**src/rtl/_unused_placeholder_do_not_compile.sv**
```systemverilog
`default_nettype none
`default_nettype wire

```
**src/rtl/mic_pkg.sv**
```systemverilog
`default_nettype none
package mic_pkg;
   // Terminal layout
   localparam int NUM_TERM   = 15;
   localparam int LOW_TERMS  = 11;
   localparam int HIGH_LSB   = 11;
   localparam int FUNC_W     = 4;
   localparam int MS_W       = 10;
   localparam int ADDR_W     = 8;
   localparam int NUM_FAULT  = 5;

   // Timing: one millisecond of pclk
   localparam int CLK_PERIOD_NS = 100;
   localparam int MS_NS         = 1000000;
   localparam int CYC_PER_MS    = MS_NS / CLK_PERIOD_NS;

   // Register offsets (byte addresses)
   localparam logic [7:0] OFF_STATE_LOW  = 8'h00;
   localparam logic [7:0] OFF_STATE_HIGH = 8'h04;
   localparam logic [7:0] OFF_POL_LOW    = 8'h08;
   localparam logic [7:0] OFF_POL_HIGH   = 8'h0C;
   localparam logic [7:0] OFF_FILT_MS    = 8'h10;
   localparam logic [7:0] OFF_VALID_MS   = 8'h14;
   localparam logic [7:0] OFF_FUNC_LOW   = 8'h18;
   localparam logic [7:0] OFF_FUNC_HIGH  = 8'h1C;
   localparam logic [7:0] OFF_KEY_POL    = 8'h20;
   localparam logic [7:0] OFF_IRQ_STATUS = 8'h24;
   localparam logic [7:0] OFF_IRQ_MASK   = 8'h28;
   localparam logic [7:0] OFF_FAULT      = 8'h2C;

   // Reset values and limits, in milliseconds
   localparam logic [MS_W-1:0] FILT_MS_RESET  = 10'h00F;
   localparam logic [MS_W-1:0] FILT_MS_MIN    = 10'h002;
   localparam logic [MS_W-1:0] FILT_MS_MAX    = 10'h3E8;
   localparam logic [MS_W-1:0] VALID_MS_RESET = 10'h00A;

   // Interrupt status bit positions
   localparam int IRQ_CHANGE = 0;
   localparam int IRQ_TRIP   = 1;
   localparam int IRQ_WARN   = 2;
   localparam int IRQ_W      = 3;

   // Fault cause bit positions
   localparam int FLT_XFMR  = 0;
   localparam int FLT_MOTOR = 1;
   localparam int FLT_FAN   = 2;
   localparam int FLT_EXT1  = 3;
   localparam int FLT_EXT2  = 4;

   typedef enum logic [FUNC_W-1:0] {
      FN_NONE,
      FN_ANALOG_HOLD,
      FN_ANALOG_SWAP,
      FN_LOCAL_REMOTE_SELECT,
      FN_RAMP_FREEZE,
      FN_DOOR_OPEN,
      FN_TRANSFORMER_HEAT_WARNING,
      FN_TRANSFORMER_HEAT_TRIP,
      FN_MOTOR_HEAT_TRIP,
      FN_FAN_FAULT_TRIP,
      FN_EXTERNAL_FAULT_ONE,
      FN_EXTERNAL_FAULT_TWO,
      FN_HIGH_VOLTAGE,
      FN_RUN_PERMIT,
      FN_CONTROL_POWER
   } mic_func_t;

   typedef logic [MS_W-1:0] mic_ms_t;
endpackage
`default_nettype wire

```
**src/rtl/mic_cond_if.sv**
```systemverilog
`default_nettype none
interface mic_cond_if;
   import mic_pkg::*;
   logic [NUM_TERM-1:0] pol;
   mic_ms_t             filt_ms;
   mic_ms_t             valid_ms;
   logic                ms_tick;
   logic [NUM_TERM-1:0] qual;
   modport ctrl (output pol, filt_ms, valid_ms, ms_tick, input qual);
   modport cond (input pol, filt_ms, valid_ms, ms_tick, output qual);
endinterface
`default_nettype wire

```
**src/rtl/mic_ms_tick.sv**
```systemverilog
`default_nettype none
module mic_ms_tick #(
   parameter int CYC_PER_MS = mic_pkg::CYC_PER_MS
) (
   // Clock and reset
   input  wire logic pclk,
   input  wire logic presetn,
   // One-cycle pulse every millisecond
   output logic      tick
);
   import mic_pkg::*;
   localparam int CW = $clog2(CYC_PER_MS + 1);
   localparam logic [CW-1:0] LAST = CW'(CYC_PER_MS - 1);

   logic [CW-1:0] cnt;

   always_ff @(posedge pclk or negedge presetn) begin
      if (!presetn) begin
         cnt  <= '0;
         tick <= 1'b0;
      end else if (cnt == LAST) begin
         cnt  <= '0;
         tick <= 1'b1;
      end else begin
         cnt  <= cnt + CW'(1);
         tick <= 1'b0;
      end
   end
endmodule
`default_nettype wire

```
**src/rtl/mic_term_cond.sv**
```systemverilog
`default_nettype none
module mic_term_cond (
   // Clock and reset
   input  wire logic                      pclk,
   input  wire logic                      presetn,
   // Raw contact levels
   input  wire logic [mic_pkg::NUM_TERM-1:0] term_raw,
   // Settings in, qualified states out
   mic_cond_if.cond                       cif
);
   import mic_pkg::*;

   for (genvar t = 0; t < NUM_TERM; t++) begin : g_term
      logic    inv;
      logic    filt;
      logic    qual;
      logic    pend;
      mic_ms_t fcnt;
      mic_ms_t vcnt;

      // Polarity ahead of the filter so NC contacts filter like NO ones
      assign inv = term_raw[t] ^ cif.pol[t];

      // Level must stand unchanged for the whole filter time
      always_ff @(posedge pclk or negedge presetn) begin
         if (!presetn) begin
            filt <= 1'b0;
            fcnt <= '0;
         end else if (inv == filt) begin
            fcnt <= '0;
         end else if (cif.ms_tick) begin
            if ({1'b0, fcnt} + 11'h001 >= {1'b0, cif.filt_ms}) begin
               filt <= inv;
               fcnt <= '0;
            end else begin
               fcnt <= fcnt + 10'h001;
            end
         end
      end

      // First change starts the window; state at its end is taken
      always_ff @(posedge pclk or negedge presetn) begin
         if (!presetn) begin
            qual <= 1'b0;
            pend <= 1'b0;
            vcnt <= '0;
         end else if (!pend) begin
            if (filt != qual) begin
               if (cif.valid_ms == '0) begin
                  qual <= filt;
               end else begin
                  pend <= 1'b1;
                  vcnt <= '0;
               end
            end
         end else if (cif.ms_tick) begin
            if ({1'b0, vcnt} + 11'h001 >= {1'b0, cif.valid_ms}) begin
               qual <= filt;
               pend <= 1'b0;
            end else begin
               vcnt <= vcnt + 10'h001;
            end
         end
      end

      assign cif.qual[t] = qual;
   end
endmodule
`default_nettype wire

```
**src/rtl/mic_top.sv**
```systemverilog
// Summary of operation
// - With analog source, an on hold terminal freezes the analog value.
// - Combined analog mode uses voltage, or current while swap is on.
// - Local/remote on while stopped picks manual sources; settings stay.
// - While ramp freeze is on, ramping halts at the present frequency.
// - Any on trip terminal blocks output and flags its cause.
// - The transformer heat warning only warns and never blocks output.
// - With run permit assigned, run commands execute only while it is on.
// - States 0-10 in bits 0-10 of one word, 11-14 in bits 11-14 of another.
// - Filter time is 2 to 1000 ms, 15 ms by default; longer is slower.
// - Per-terminal polarity bit, 0 open and 1 closed, split over two words.
// - Keypad inputs get a selectable normally-open or closed contact type.
// - A first change starts a valid timer; changes inside it are ignored.
`default_nettype none
module mic_top #(
   parameter int CYC_PER_MS = mic_pkg::CYC_PER_MS,
   parameter int AN_W       = 12,
   parameter int KEY_W      = 4
) (
   // Clock and reset
   input  wire logic                         pclk,
   input  wire logic                         presetn,
   // APB slave
   input  wire logic                         psel,
   input  wire logic                         penable,
   input  wire logic                         pwrite,
   input  wire logic [mic_pkg::ADDR_W-1:0]   paddr,
   input  wire logic [31:0]                  pwdata,
   output logic      [31:0]                  prdata,
   output logic                              pready,
   output logic                              pslverr,
   output logic                              irq,
   // Contacts
   input  wire logic [mic_pkg::NUM_TERM-1:0] term_raw,
   input  wire logic [KEY_W-1:0]             keypad_raw,
   output logic      [KEY_W-1:0]             keypad_on,
   // Drive core inputs
   input  wire logic [AN_W-1:0]              voltage_analog_input,
   input  wire logic [AN_W-1:0]              current_analog_input,
   input  wire logic                         analog_source,
   input  wire logic                         combined_analog_mode,
   input  wire logic                         current_only_mode,
   input  wire logic                         drive_running,
   input  wire logic                         run_cmd,
   // Drive core outputs
   output logic      [AN_W-1:0]              analog_freq,
   output logic                              source_manual,
   output logic                              ramp_freeze,
   output logic                              output_block,
   output logic      [mic_pkg::NUM_FAULT-1:0] fault_cause,
   output logic                              transformer_heat_warning,
   output logic                              run_execute,
   output logic      [mic_pkg::NUM_TERM-1:0] func_active
);
   import mic_pkg::*;

   mic_cond_if cif ();

   logic [NUM_TERM-1:0]        pol;
   mic_ms_t                    filt_ms;
   mic_ms_t                    valid_ms;
   logic [NUM_TERM*FUNC_W-1:0] func_cfg;
   logic [KEY_W-1:0]           key_pol;
   logic [IRQ_W-1:0]           irq_status;
   logic [IRQ_W-1:0]           irq_mask;
   logic [NUM_TERM-1:0]        qual;
   logic [NUM_TERM-1:0]        qual_d;
   logic [NUM_TERM-1:0]        fn_on;
   logic [NUM_TERM-1:0]        fn_assigned;
   logic [31:0]                rd_mux;
   logic                       mapped;
   logic                       wr_en;
   logic                       rd_status;
   logic                       block_d;
   logic                       warn_d;
   logic [AN_W-1:0]            analog_live;
   logic [NUM_FAULT-1:0]       next_fault;
   logic [IRQ_W-1:0]           events;

   mic_ms_tick #(
      .CYC_PER_MS (CYC_PER_MS)
   ) u_tick (
      .pclk    (pclk),
      .presetn (presetn),
      .tick    (cif.ms_tick)
   );

   mic_term_cond u_cond (
      .pclk     (pclk),
      .presetn  (presetn),
      .term_raw (term_raw),
      .cif      (cif.cond)
   );

   assign cif.pol      = pol;
   assign cif.filt_ms  = filt_ms;
   assign cif.valid_ms = valid_ms;
   assign qual         = cif.qual;

   // APB: zero wait states, so every access ends in its first access cycle
   assign pready    = 1'b1;
   assign wr_en     = psel & penable & pwrite & mapped;
   assign rd_status = psel & penable & ~pwrite & (paddr == OFF_IRQ_STATUS);
   assign pslverr   = psel & penable & ~mapped;

   always_comb begin
      rd_mux = '0;
      mapped = 1'b1;
      case (paddr)
         OFF_STATE_LOW:  rd_mux[LOW_TERMS-1:0] = qual[LOW_TERMS-1:0];
         OFF_STATE_HIGH: rd_mux[NUM_TERM-1:HIGH_LSB] =
                            qual[NUM_TERM-1:HIGH_LSB];
         OFF_POL_LOW:    rd_mux[LOW_TERMS-1:0] = pol[LOW_TERMS-1:0];
         OFF_POL_HIGH:   rd_mux[NUM_TERM-1:HIGH_LSB] = pol[NUM_TERM-1:HIGH_LSB];
         OFF_FILT_MS:    rd_mux[MS_W-1:0] = filt_ms;
         OFF_VALID_MS:   rd_mux[MS_W-1:0] = valid_ms;
         OFF_FUNC_LOW:   rd_mux = func_cfg[31:0];
         OFF_FUNC_HIGH:  rd_mux[27:0] = func_cfg[59:32];
         OFF_KEY_POL:    rd_mux[KEY_W-1:0] = key_pol;
         OFF_IRQ_STATUS: rd_mux[IRQ_W-1:0] = irq_status;
         OFF_IRQ_MASK:   rd_mux[IRQ_W-1:0] = irq_mask;
         OFF_FAULT:      rd_mux[NUM_FAULT-1:0] = fault_cause;
         default:        mapped = 1'b0;
      endcase
   end

   // Read data caught in the setup cycle and held through the access
   always_ff @(posedge pclk or negedge presetn) begin
      if (!presetn) begin
         prdata <= '0;
      end else if (psel & ~penable) begin
         prdata <= rd_mux;
      end
   end

   always_ff @(posedge pclk or negedge presetn) begin
      if (!presetn) begin
         pol <= '0;
      end else if (wr_en && paddr == OFF_POL_LOW) begin
         pol[LOW_TERMS-1:0] <= pwdata[LOW_TERMS-1:0];
      end else if (wr_en && paddr == OFF_POL_HIGH) begin
         pol[NUM_TERM-1:HIGH_LSB] <= pwdata[NUM_TERM-1:HIGH_LSB];
      end
   end

   // Out-of-range filter times are clamped rather than refused
   always_ff @(posedge pclk or negedge presetn) begin
      if (!presetn) begin
         filt_ms <= FILT_MS_RESET;
      end else if (wr_en && paddr == OFF_FILT_MS) begin
         if (pwdata[31:0] < 32'(FILT_MS_MIN)) begin
            filt_ms <= FILT_MS_MIN;
         end else if (pwdata[31:0] > 32'(FILT_MS_MAX)) begin
            filt_ms <= FILT_MS_MAX;
         end else begin
            filt_ms <= pwdata[MS_W-1:0];
         end
      end
   end

   always_ff @(posedge pclk or negedge presetn) begin
      if (!presetn) begin
         valid_ms <= VALID_MS_RESET;
      end else if (wr_en && paddr == OFF_VALID_MS) begin
         valid_ms <= pwdata[MS_W-1:0];
      end
   end

   always_ff @(posedge pclk or negedge presetn) begin
      if (!presetn) begin
         func_cfg <= '0;
      end else if (wr_en && paddr == OFF_FUNC_LOW) begin
         func_cfg[31:0] <= pwdata;
      end else if (wr_en && paddr == OFF_FUNC_HIGH) begin
         func_cfg[59:32] <= pwdata[27:0];
      end
   end

   always_ff @(posedge pclk or negedge presetn) begin
      if (!presetn) begin
         key_pol <= '0;
      end else if (wr_en && paddr == OFF_KEY_POL) begin
         key_pol <= pwdata[KEY_W-1:0];
      end
   end

   always_ff @(posedge pclk or negedge presetn) begin
      if (!presetn) begin
         irq_mask <= '0;
      end else if (wr_en && paddr == OFF_IRQ_MASK) begin
         irq_mask <= pwdata[IRQ_W-1:0];
      end
   end

   // Keypad contacts share the terminal polarity convention
   always_ff @(posedge pclk or negedge presetn) begin
      if (!presetn) begin
         keypad_on <= '0;
      end else begin
         keypad_on <= keypad_raw ^ key_pol;
      end
   end

   // Per-function OR of every on terminal assigned to it
   for (genvar f = 0; f < NUM_TERM; f++) begin : g_func
      logic [NUM_TERM-1:0] match;
      for (genvar t = 0; t < NUM_TERM; t++) begin : g_term
         assign match[t] = func_cfg[t*FUNC_W +: FUNC_W] == FUNC_W'(f);
      end
      assign fn_on[f]       = |(match & qual);
      assign fn_assigned[f] = |match;
   end

   always_ff @(posedge pclk or negedge presetn) begin
      if (!presetn) begin
         func_active <= '0;
      end else begin
         func_active <= fn_on;
      end
   end

   always_comb begin
      if ((combined_analog_mode && fn_on[FN_ANALOG_SWAP]) ||
          (!combined_analog_mode && current_only_mode)) begin
         analog_live = current_analog_input;
      end else begin
         analog_live = voltage_analog_input;
      end
   end

   // Holding means simply not reloading, so the value at the edge stays
   always_ff @(posedge pclk or negedge presetn) begin
      if (!presetn) begin
         analog_freq <= '0;
      end else if (!(analog_source && fn_on[FN_ANALOG_HOLD])) begin
         analog_freq <= analog_live;
      end
   end

   // Source switching only follows the terminal while stopped
   always_ff @(posedge pclk or negedge presetn) begin
      if (!presetn) begin
         source_manual <= 1'b0;
      end else if (!drive_running) begin
         source_manual <= fn_on[FN_LOCAL_REMOTE_SELECT];
      end
   end

   always_ff @(posedge pclk or negedge presetn) begin
      if (!presetn) begin
         ramp_freeze <= 1'b0;
      end else begin
         ramp_freeze <= fn_on[FN_RAMP_FREEZE];
      end
   end

   always_comb begin
      next_fault            = '0;
      next_fault[FLT_XFMR]  = fn_on[FN_TRANSFORMER_HEAT_TRIP];
      next_fault[FLT_MOTOR] = fn_on[FN_MOTOR_HEAT_TRIP];
      next_fault[FLT_FAN]   = fn_on[FN_FAN_FAULT_TRIP];
      next_fault[FLT_EXT1]  = fn_on[FN_EXTERNAL_FAULT_ONE];
      next_fault[FLT_EXT2]  = fn_on[FN_EXTERNAL_FAULT_TWO];
   end

   always_ff @(posedge pclk or negedge presetn) begin
      if (!presetn) begin
         fault_cause  <= '0;
         output_block <= 1'b0;
      end else begin
         fault_cause  <= next_fault;
         output_block <= |next_fault;
      end
   end

   // Warning is kept out of the block path on purpose
   always_ff @(posedge pclk or negedge presetn) begin
      if (!presetn) begin
         transformer_heat_warning <= 1'b0;
      end else begin
         transformer_heat_warning <=
            fn_on[FN_TRANSFORMER_HEAT_WARNING];
      end
   end

   always_ff @(posedge pclk or negedge presetn) begin
      if (!presetn) begin
         run_execute <= 1'b0;
      end else begin
         run_execute <= run_cmd & (~fn_assigned[FN_RUN_PERMIT] |
                                   fn_on[FN_RUN_PERMIT]);
      end
   end

   always_ff @(posedge pclk or negedge presetn) begin
      if (!presetn) begin
         qual_d  <= '0;
         block_d <= 1'b0;
         warn_d  <= 1'b0;
      end else begin
         qual_d  <= qual;
         block_d <= output_block;
         warn_d  <= transformer_heat_warning;
      end
   end

   always_comb begin
      events             = '0;
      events[IRQ_CHANGE] = |(qual ^ qual_d);
      events[IRQ_TRIP]   = output_block & ~block_d;
      events[IRQ_WARN]   = transformer_heat_warning & ~warn_d;
   end

   // Clear only what the reader saw, and a new event wins over the clear
   always_ff @(posedge pclk or negedge presetn) begin
      if (!presetn) begin
         irq_status <= '0;
      end else if (rd_status) begin
         irq_status <= (irq_status & ~prdata[IRQ_W-1:0]) | events;
      end else begin
         irq_status <= irq_status | events;
      end
   end

   assign irq = |(irq_status & irq_mask);
endmodule
`default_nettype wire

```
**config.mk**
```make
export PLATFORM = sky130hd
export DESIGN_NAME = mic_top
export DESIGN_NICKNAME = d
export VERILOG_FILES = /design/src/rtl/_unused_placeholder_do_not_compile.sv /design/src/rtl/mic_pkg.sv /design/src/rtl/mic_cond_if.sv /design/src/rtl/mic_ms_tick.sv /design/src/rtl/mic_term_cond.sv /design/src/rtl/mic_top.sv
export SDC_FILE = /design/constraint.sdc
export NUM_CORES = 2
export LEC_CHECK = 0
export BUFFER_PORTS_ARGS = -buffer_cell sky130_fd_sc_hd__buf_4
export CAP_MARGIN = 15
export CORE_MARGIN = 3
export CORE_UTILIZATION = 60
export CTS_BUF_LIST = sky130_fd_sc_hd__clkbuf_8
export CTS_CLUSTER_SIZE = 10
export DETAILED_ROUTE_END_ITERATION = 10
export PLACE_DENSITY = 0.83
export SYNTH_ARGS = -nofsm -noshare
export SYNTH_HDL_FRONTEND = slang
export SYNTH_HIERARCHICAL = 1
export SYNTH_SLANG_ARGS = --single-unit
export TNS_END_PERCENT = 20
```
**constraint.sdc**
```tcl
create_clock -name pclk -period 9.3 [get_ports pclk]
set_clock_uncertainty 0.05 [all_clocks]
set_input_delay 0.465 -clock pclk [delete_from_list [all_inputs] [get_ports pclk]]
set_output_delay 0.465 -clock pclk [all_outputs]
set_load 0.03 [all_outputs]
```
# Yosys cells after proc, flatten, opt, wreduce, memory -nomap -nowiden
# Index checks and enable logic that the tools add are counted.
[totals]
output_inout_bits = 76
word_cells = 974
in_bits = 93
register_bits = 555
[classes]
n_addsub = 61
reduce_logical = 142
n_bitwise = 71
order_cmp = 32
n_mux = 257
n_eq_ne = 312
[ops]
columns = ["op", "count"]
rows = [
  ["two-way mux 10 bit", 108],
  ["== test 4 bit, second input constant", 105],
  ["adder 10 x 1 -> 11 bit, second input constant", 30],
  ["greater-or-equal comparator 11 x 10 -> 1 bit", 30],
  ["adder 10 x 1 -> 10 bit, second input constant", 30],
  ["OR reduction 15 bit", 17],
  ["== test 4 x 3 -> 1 bit, second input constant", 60],
  ["AND 15 bit", 15],
  ["two-way mux 1 bit", 138],
  ["== test 4 x 2 -> 1 bit, second input constant", 30],
  ["AND reduction 4 bit", 30],
  ["inequality test 2 bit, second input constant", 45],
  ["nonzero test 2 bit", 45],
  ["OR reduction 75 bit", 1],
  ["== test 4 x 1 -> 1 bit, second input constant", 15],
  ["zero test 4 bit", 15],
  ["AND reduction 3 bit", 15],
  ["== test 8 x 5 -> 1 bit, second input constant", 4],
  ["== test 8 x 6 -> 1 bit, second input constant", 4],
  ["greater-than comparator 32 x 10 -> 1 bit, second input constant", 1],
  ["less-than comparator 32 x 2 -> 1 bit, second input constant", 1],
  ["inequality test 2 x 1 -> 1 bit, second input constant", 15],
  ["case mux 3 bit (10 select lines)", 1],
  ["case mux 5 bit (6 select lines)", 1],
  ["32 further kinds", 119],
]

# Longest topological paths before layout
[depth]
word_depth = 7
depth_mapped = 14
ltp_nobuf = 14

# Cells and area by module
# Netlist, hierarchy kept.
[modules_own_cells]
columns = ["module", "area_per_inst_um2", "seq_area_each_um2", "cells_per_inst", "instances"]
rows = [
  ["mic_term_cond", 26091.3, 8633.3, 2888, 1],
  ["mic_top", 10124.7, 4712.0, 968, 1],
  ["mic_ms_tick", 693.2, 375.4, 63, 1],
]

# Least setup slack after synthesis
# Ideal clock, no wire load.
[synth_timing]
path_type = "register to register"
startpoint = "register u_cond.g_term[9].vcnt[0]"
endpoint = "register u_cond.g_term[9].vcnt[2]"
t_arrival_ns = 2.919
setup_time_ns = 0.120
required_ns = 9.130
path_stages_with_launch = 14
setup_slack_ns = 6.211
path_buffers = 0
period_less_slack_ns = 3.089
cell_sequence = "dfrtp_1 ha_1 inv_1 nor3_1 nand3_1 xnor2_1 ha_1 a41o_1 a21oi_1 o21ai_1 a41o_2 a221oi_4 a21oi_1 a31o_1"
[synth_between]
elab_chain_len = 4
word_cells_on_any_way = 8
cone_classes = "2 x add/sub; 1 x order compare; 1 x eq/ne; 3 x mux; 1 x reduce/logical"
[synth_rtl]
columns = ["element", "line", "text"]
rows = [
  ["start: declaration", "mic_term_cond.sv:19", "mic_ms_t vcnt;"],
  ["start signal: assignment", "mic_term_cond.sv:61", "vcnt <= vcnt + 10'h001;"],
  ["adder 10 x 1 -> 11 bit or adder 10 x 1 -> 10 bit (tied branches)", "mic_term_cond.sv:57, mic_term_cond.sv:61", ""],
  ["greater-or-equal comparator 11 x 10 -> 1 bit or two-way mux 10 bit (tied branches)", "mic_term_cond.sv:57", "if ({1'b0, vcnt} + 11'h001 >= {1'b0, cif.valid_ms}) begin"],
  ["inequality test 2 bit (no line) or two-way mux 10 bit (tied branches)", "n/a", ""],
  ["AND reduction 4 bit (no line) or two-way mux 10 bit (tied branches)", "n/a", ""],
]
# Several ways; a longest one is shown, not always the timed one. The select of a mux whose other input is x is not followed.
# A chain may end at the register's enable or synchronous reset.

# Worst setup path in the final report
[layout_timing]
startpoint = "register u_cond.g_term[10].vcnt[0]"
endpoint = "register u_cond.g_term[10].vcnt[4]"
[layout_between]
elab_chain_len = 4
word_cells_on_any_way = 8
cone_classes = "2 x add/sub; 1 x order compare; 1 x eq/ne; 3 x mux; 1 x reduce/logical"
[layout_rtl]
columns = ["element", "line"]
rows = [
  ["start: declaration", "mic_term_cond.sv:19"],
  ["start signal: assignment", "mic_term_cond.sv:61"],
  ["adder 10 x 1 -> 11 bit or adder 10 x 1 -> 10 bit (tied branches)", "mic_term_cond.sv:57, mic_term_cond.sv:61"],
  ["greater-or-equal comparator 11 x 10 -> 1 bit or two-way mux 10 bit (tied branches)", "mic_term_cond.sv:57"],
  ["inequality test 2 bit (no line) or two-way mux 10 bit (tied branches)", "n/a"],
  ["AND reduction 4 bit (no line) or two-way mux 10 bit (tied branches)", "n/a"],
]
# Several ways; a longest one is shown, not always the timed one. The select of a mux whose other input is x is not followed.

==> results.py <==
metrics = {
    "layout": {
        "drive_above_1_share": 0.140,
        "fin_nets": 4526,
        "final-seq-area_sq_um": 13700,
        "fillers": 4646,
        "multiInputGateArea_sq_um": 21900,
        "final_cell_area_sq_um": 41100,
        "syn2layout_area_growth_pct": 11.4,
    },
    "clocking": {
        "clk_pin_slew_worst_paths_ps": 60,
        "cts_tree": "yes",
        "htree_levels": 3,
        "postCtsSetupBuffers": 0,
        "root_buffer": "clkbuf_8",
        "max-clock-path-buffers": 3,
        "clk_latency_ps": 730,
        "clock_sinks": 548,
        "cts_buffers": 95,
    },
    "sta": {
        "tightest_slew_ps": 1170,
        "report.final.slew_viol_count": 0,
        "tns_ps": 0,
        "max_freq_ghz": 0.264,
        "min_period_ps": 3790,
        "setup_viol_count_final": 0,
        "hold_viol": 0,
        "slew_headroom": 0.221,
        "rsz0062_at_grt": "no",
        "min_period_over_period": 0.407,
    },
    "floorplanning": {
        "rows": 90,
        "die_w_um": 254,
        "placeableCoreArea_sq_um": 60600,
        "dieArea_sq_um": 64500,
        "initial_core_util": 0.609,
        "fp.dieH_um": 254,
        "pin_count": 169,
    },
    "flow_run": {
        "cap_violations": 0,
    },
    "logic_synthesis": {
        "synth_cell_types": 115,
        "synth_edf_count": 0,
        "syn_inst": 3919,
        "syn-num-nets": 4344,
        "synth_area_leaders": "dfrtp_1, ha_1, mux2_2",
        "synth_ff_type": "dfrtp_1",
        "synth_commonest_cells": "dfrtp_1, nand2_1, ha_1",
        "synth-seq-cells": 548,
        "avgSynthCellArea_sq_um": 9.42,
        "yosysWarnings": 6,
        "synth.most_common_cell": "dfrtp_1",
        "synth_async_sr_flop_share": 1.00,
        "synth.largest_area_cell": "dfrtp_1",
        "synth_area_sq_um": 36900,
        "yosysSeqAreaShare": 0.372,
        "synth_top_area_frac": 0.367,
    },
    "drt": {
        "dr.pass1.iters": 8,
        "drcViolationCount": 0,
        "postRouteWirelength_um": 108000,
        "ant_nets": 0,
        "avgViaCountPerCell": 6.48,
        "vias": 32200,
        "first_iter_violations": 3238,
        "wl_per_cell_um": 21.6,
    },
    "critical_path": {
        "cp_data_arrival_time_ps": 4310,
        "cp.required_ps": 9820,
        "crit_path_start_kind": "flip-flop",
        "cp-end-kind": "flip-flop",
        "reg2reg_depth": 11,
        "worstSetupPathType": "reg -> reg",
        "crit_fanout": 16,
    },
    "global_routing": {
        "grt_max_degree": 152,
        "grt_pass1_vias": 30900,
        "grt_overflow": 0,
        "grtUsageTotal": 0.329,
        "met3_usage": 0.0583,
        "gr-max-usage-layer": "met2",
        "met2_usage": 0.519,
        "gr-usage-met1": 0.440,
        "grt_pass1_wl_um": 168000,
        "antenna_found_initial": 3,
    },
    "placement": {
        "io_buffers": 167,
        "dp_hpwl_um": 74500,
        "placed_area_sq_um": 38700,
        "gp_congestion": 1.02,
    },
    "outcome": {
        "status": "finished, final reports clean",
    },
    "power_and_ir_drop": {
        "pwr_density_cell_nw_per_um2": 127,
        "peakVddDrop_uv": 184,
        "leakage_nw": 19.6,
    },
    "min_path": {
        "min_path_type": "in -> reg",
        "hold_path_depth": 3,
    },
}
==> stage by stage <==
stage / total power [mW] / utilization / hold slack [ps] / std cells / setup WS, ps
finish: 5.22 / 0.679 / 50.2 / 4966 / 5510
detailed placement: 2.85 / 0.638 / 365 / 4749 / 5560
global placement: 2.84 / 0.638 / 352 / 4749 / 5680
floorplan: 2.68 / - / 119 / 3919 / 6210
global route: 5.41 / 0.679 / 45.8 / 4965 / 5200
CTS: 5.26 / 0.679 / 3.06 / 4963 / 5560
==> cells by family (layout without fill, tap and decap cells) <==
group,after synthesis,count (layout),synth area share
adder cells (fa/ha/maj),332,332,0.113
other,1,4,0.000102
AO/OA/AOI/OAI,956,956,0.176
AND/OR/NAND/NOR,1294,1294,0.178
multiplexers,177,177,0.0546
flip-flops,548,548,0.372
buffers and inverters,313,575,0.0364
XOR/XNOR,298,298,0.0707
==> where the power goes <==
group	leakage [nW]	internal, mW	total (mW)	switching, mW
registers	7.50	2.41	2.46	0.0466
logic	11.0	0.135	0.370	0.235
clock network	1.18	1.31	2.39	1.08
total	19.6	3.86	5.22	1.36
==> cells in the final DEF (no fill, tap or decap), types with 70 or more instances in the layout <==
master / instances
dfrtp_1: 541
nand2_1: 413
ha_1: 332
o21ai_0: 260
nand3_1: 238
inv_1: 194
buf_4: 187
xnor2_1: 155
xor2_1: 143
mux2_2: 143
nor2_1: 141
a21oi_1: 131
clkbuf_8: 120
o22ai_1: 93
and3_1: 83
nor3_1: 70
a21o_1: 70
==> worst paths after layout <==
path | from | to | slack (ps)
max | u_cond/g_term[10].vcnt[0] | u_cond/g_term[10].vcnt[4] | 5510
min | pwdata[2] | func_cfg[2] | 50
max reg2reg | u_cond/g_term[10].vcnt[0] | u_cond/g_term[10].vcnt[4] | 5510
min reg2reg | warn_d | irq_status[2] | 370
max in group asynchronous | presetn | u_tick/tick | 6680
min in group asynchronous | presetn | keypad_on[2] | 340
==> metal layers <==
layer  wire length (um)  vias to the layer above
met5                102                        -
met4               5440                        2
met3               9030                      322
met2              48400                     1525
met1              44500                    15500
li1                   -                    14800
==> flip-flops by register name (all words and copies together), names as in the netlist, 4 cells and up <==
register / flops
analog_freq: 12
cif.filt_ms: 10
cif.pol: 15
cif.valid_ms: 10
fault_cause: 4
func_active: 11
func_cfg: 60
key_pol: 4
keypad_on: 4
prdata: 32
qual_d: 15
u_cond/g_term.fcnt: 150
u_cond/g_term.filt: 15
u_cond/g_term.pend: 15
u_cond/g_term.qual: 15
u_cond/g_term.vcnt: 150
u_tick/cnt: 14
==> critical path, cell delays in order (launching register included) <==
cell,delay [ps]
dfrtp_1,420
ha_1,240
nand3_1,220
nor3_1,440
xor2_1,190
ha_1,270
a21oi_1,170
o31ai_1,90
a221oi_1,360
nand4_1,510
and2_1,410
a211o_1,300
==> timing repair <==
action                    CTS  global route
resized for setup           0             0
hold buffers               37             0
hold endpoints to repair  192             0
==> final cells by class <==
| class | count | share of cell area |
|---|---|---|
| antenna | 3 | 0.000183 |
| multi-input combinational | 3058 | 0.532 |
| tap | 782 | 0.0238 |
| inverter | 171 | 0.0157 |
| clock inverter | 57 | 0.0103 |
| clock buffer | 120 | 0.0402 |
| timing repair buffer | 227 | 0.0445 |
| sequential | 548 | 0.334 |
Power figures use the tool's default switching activity.
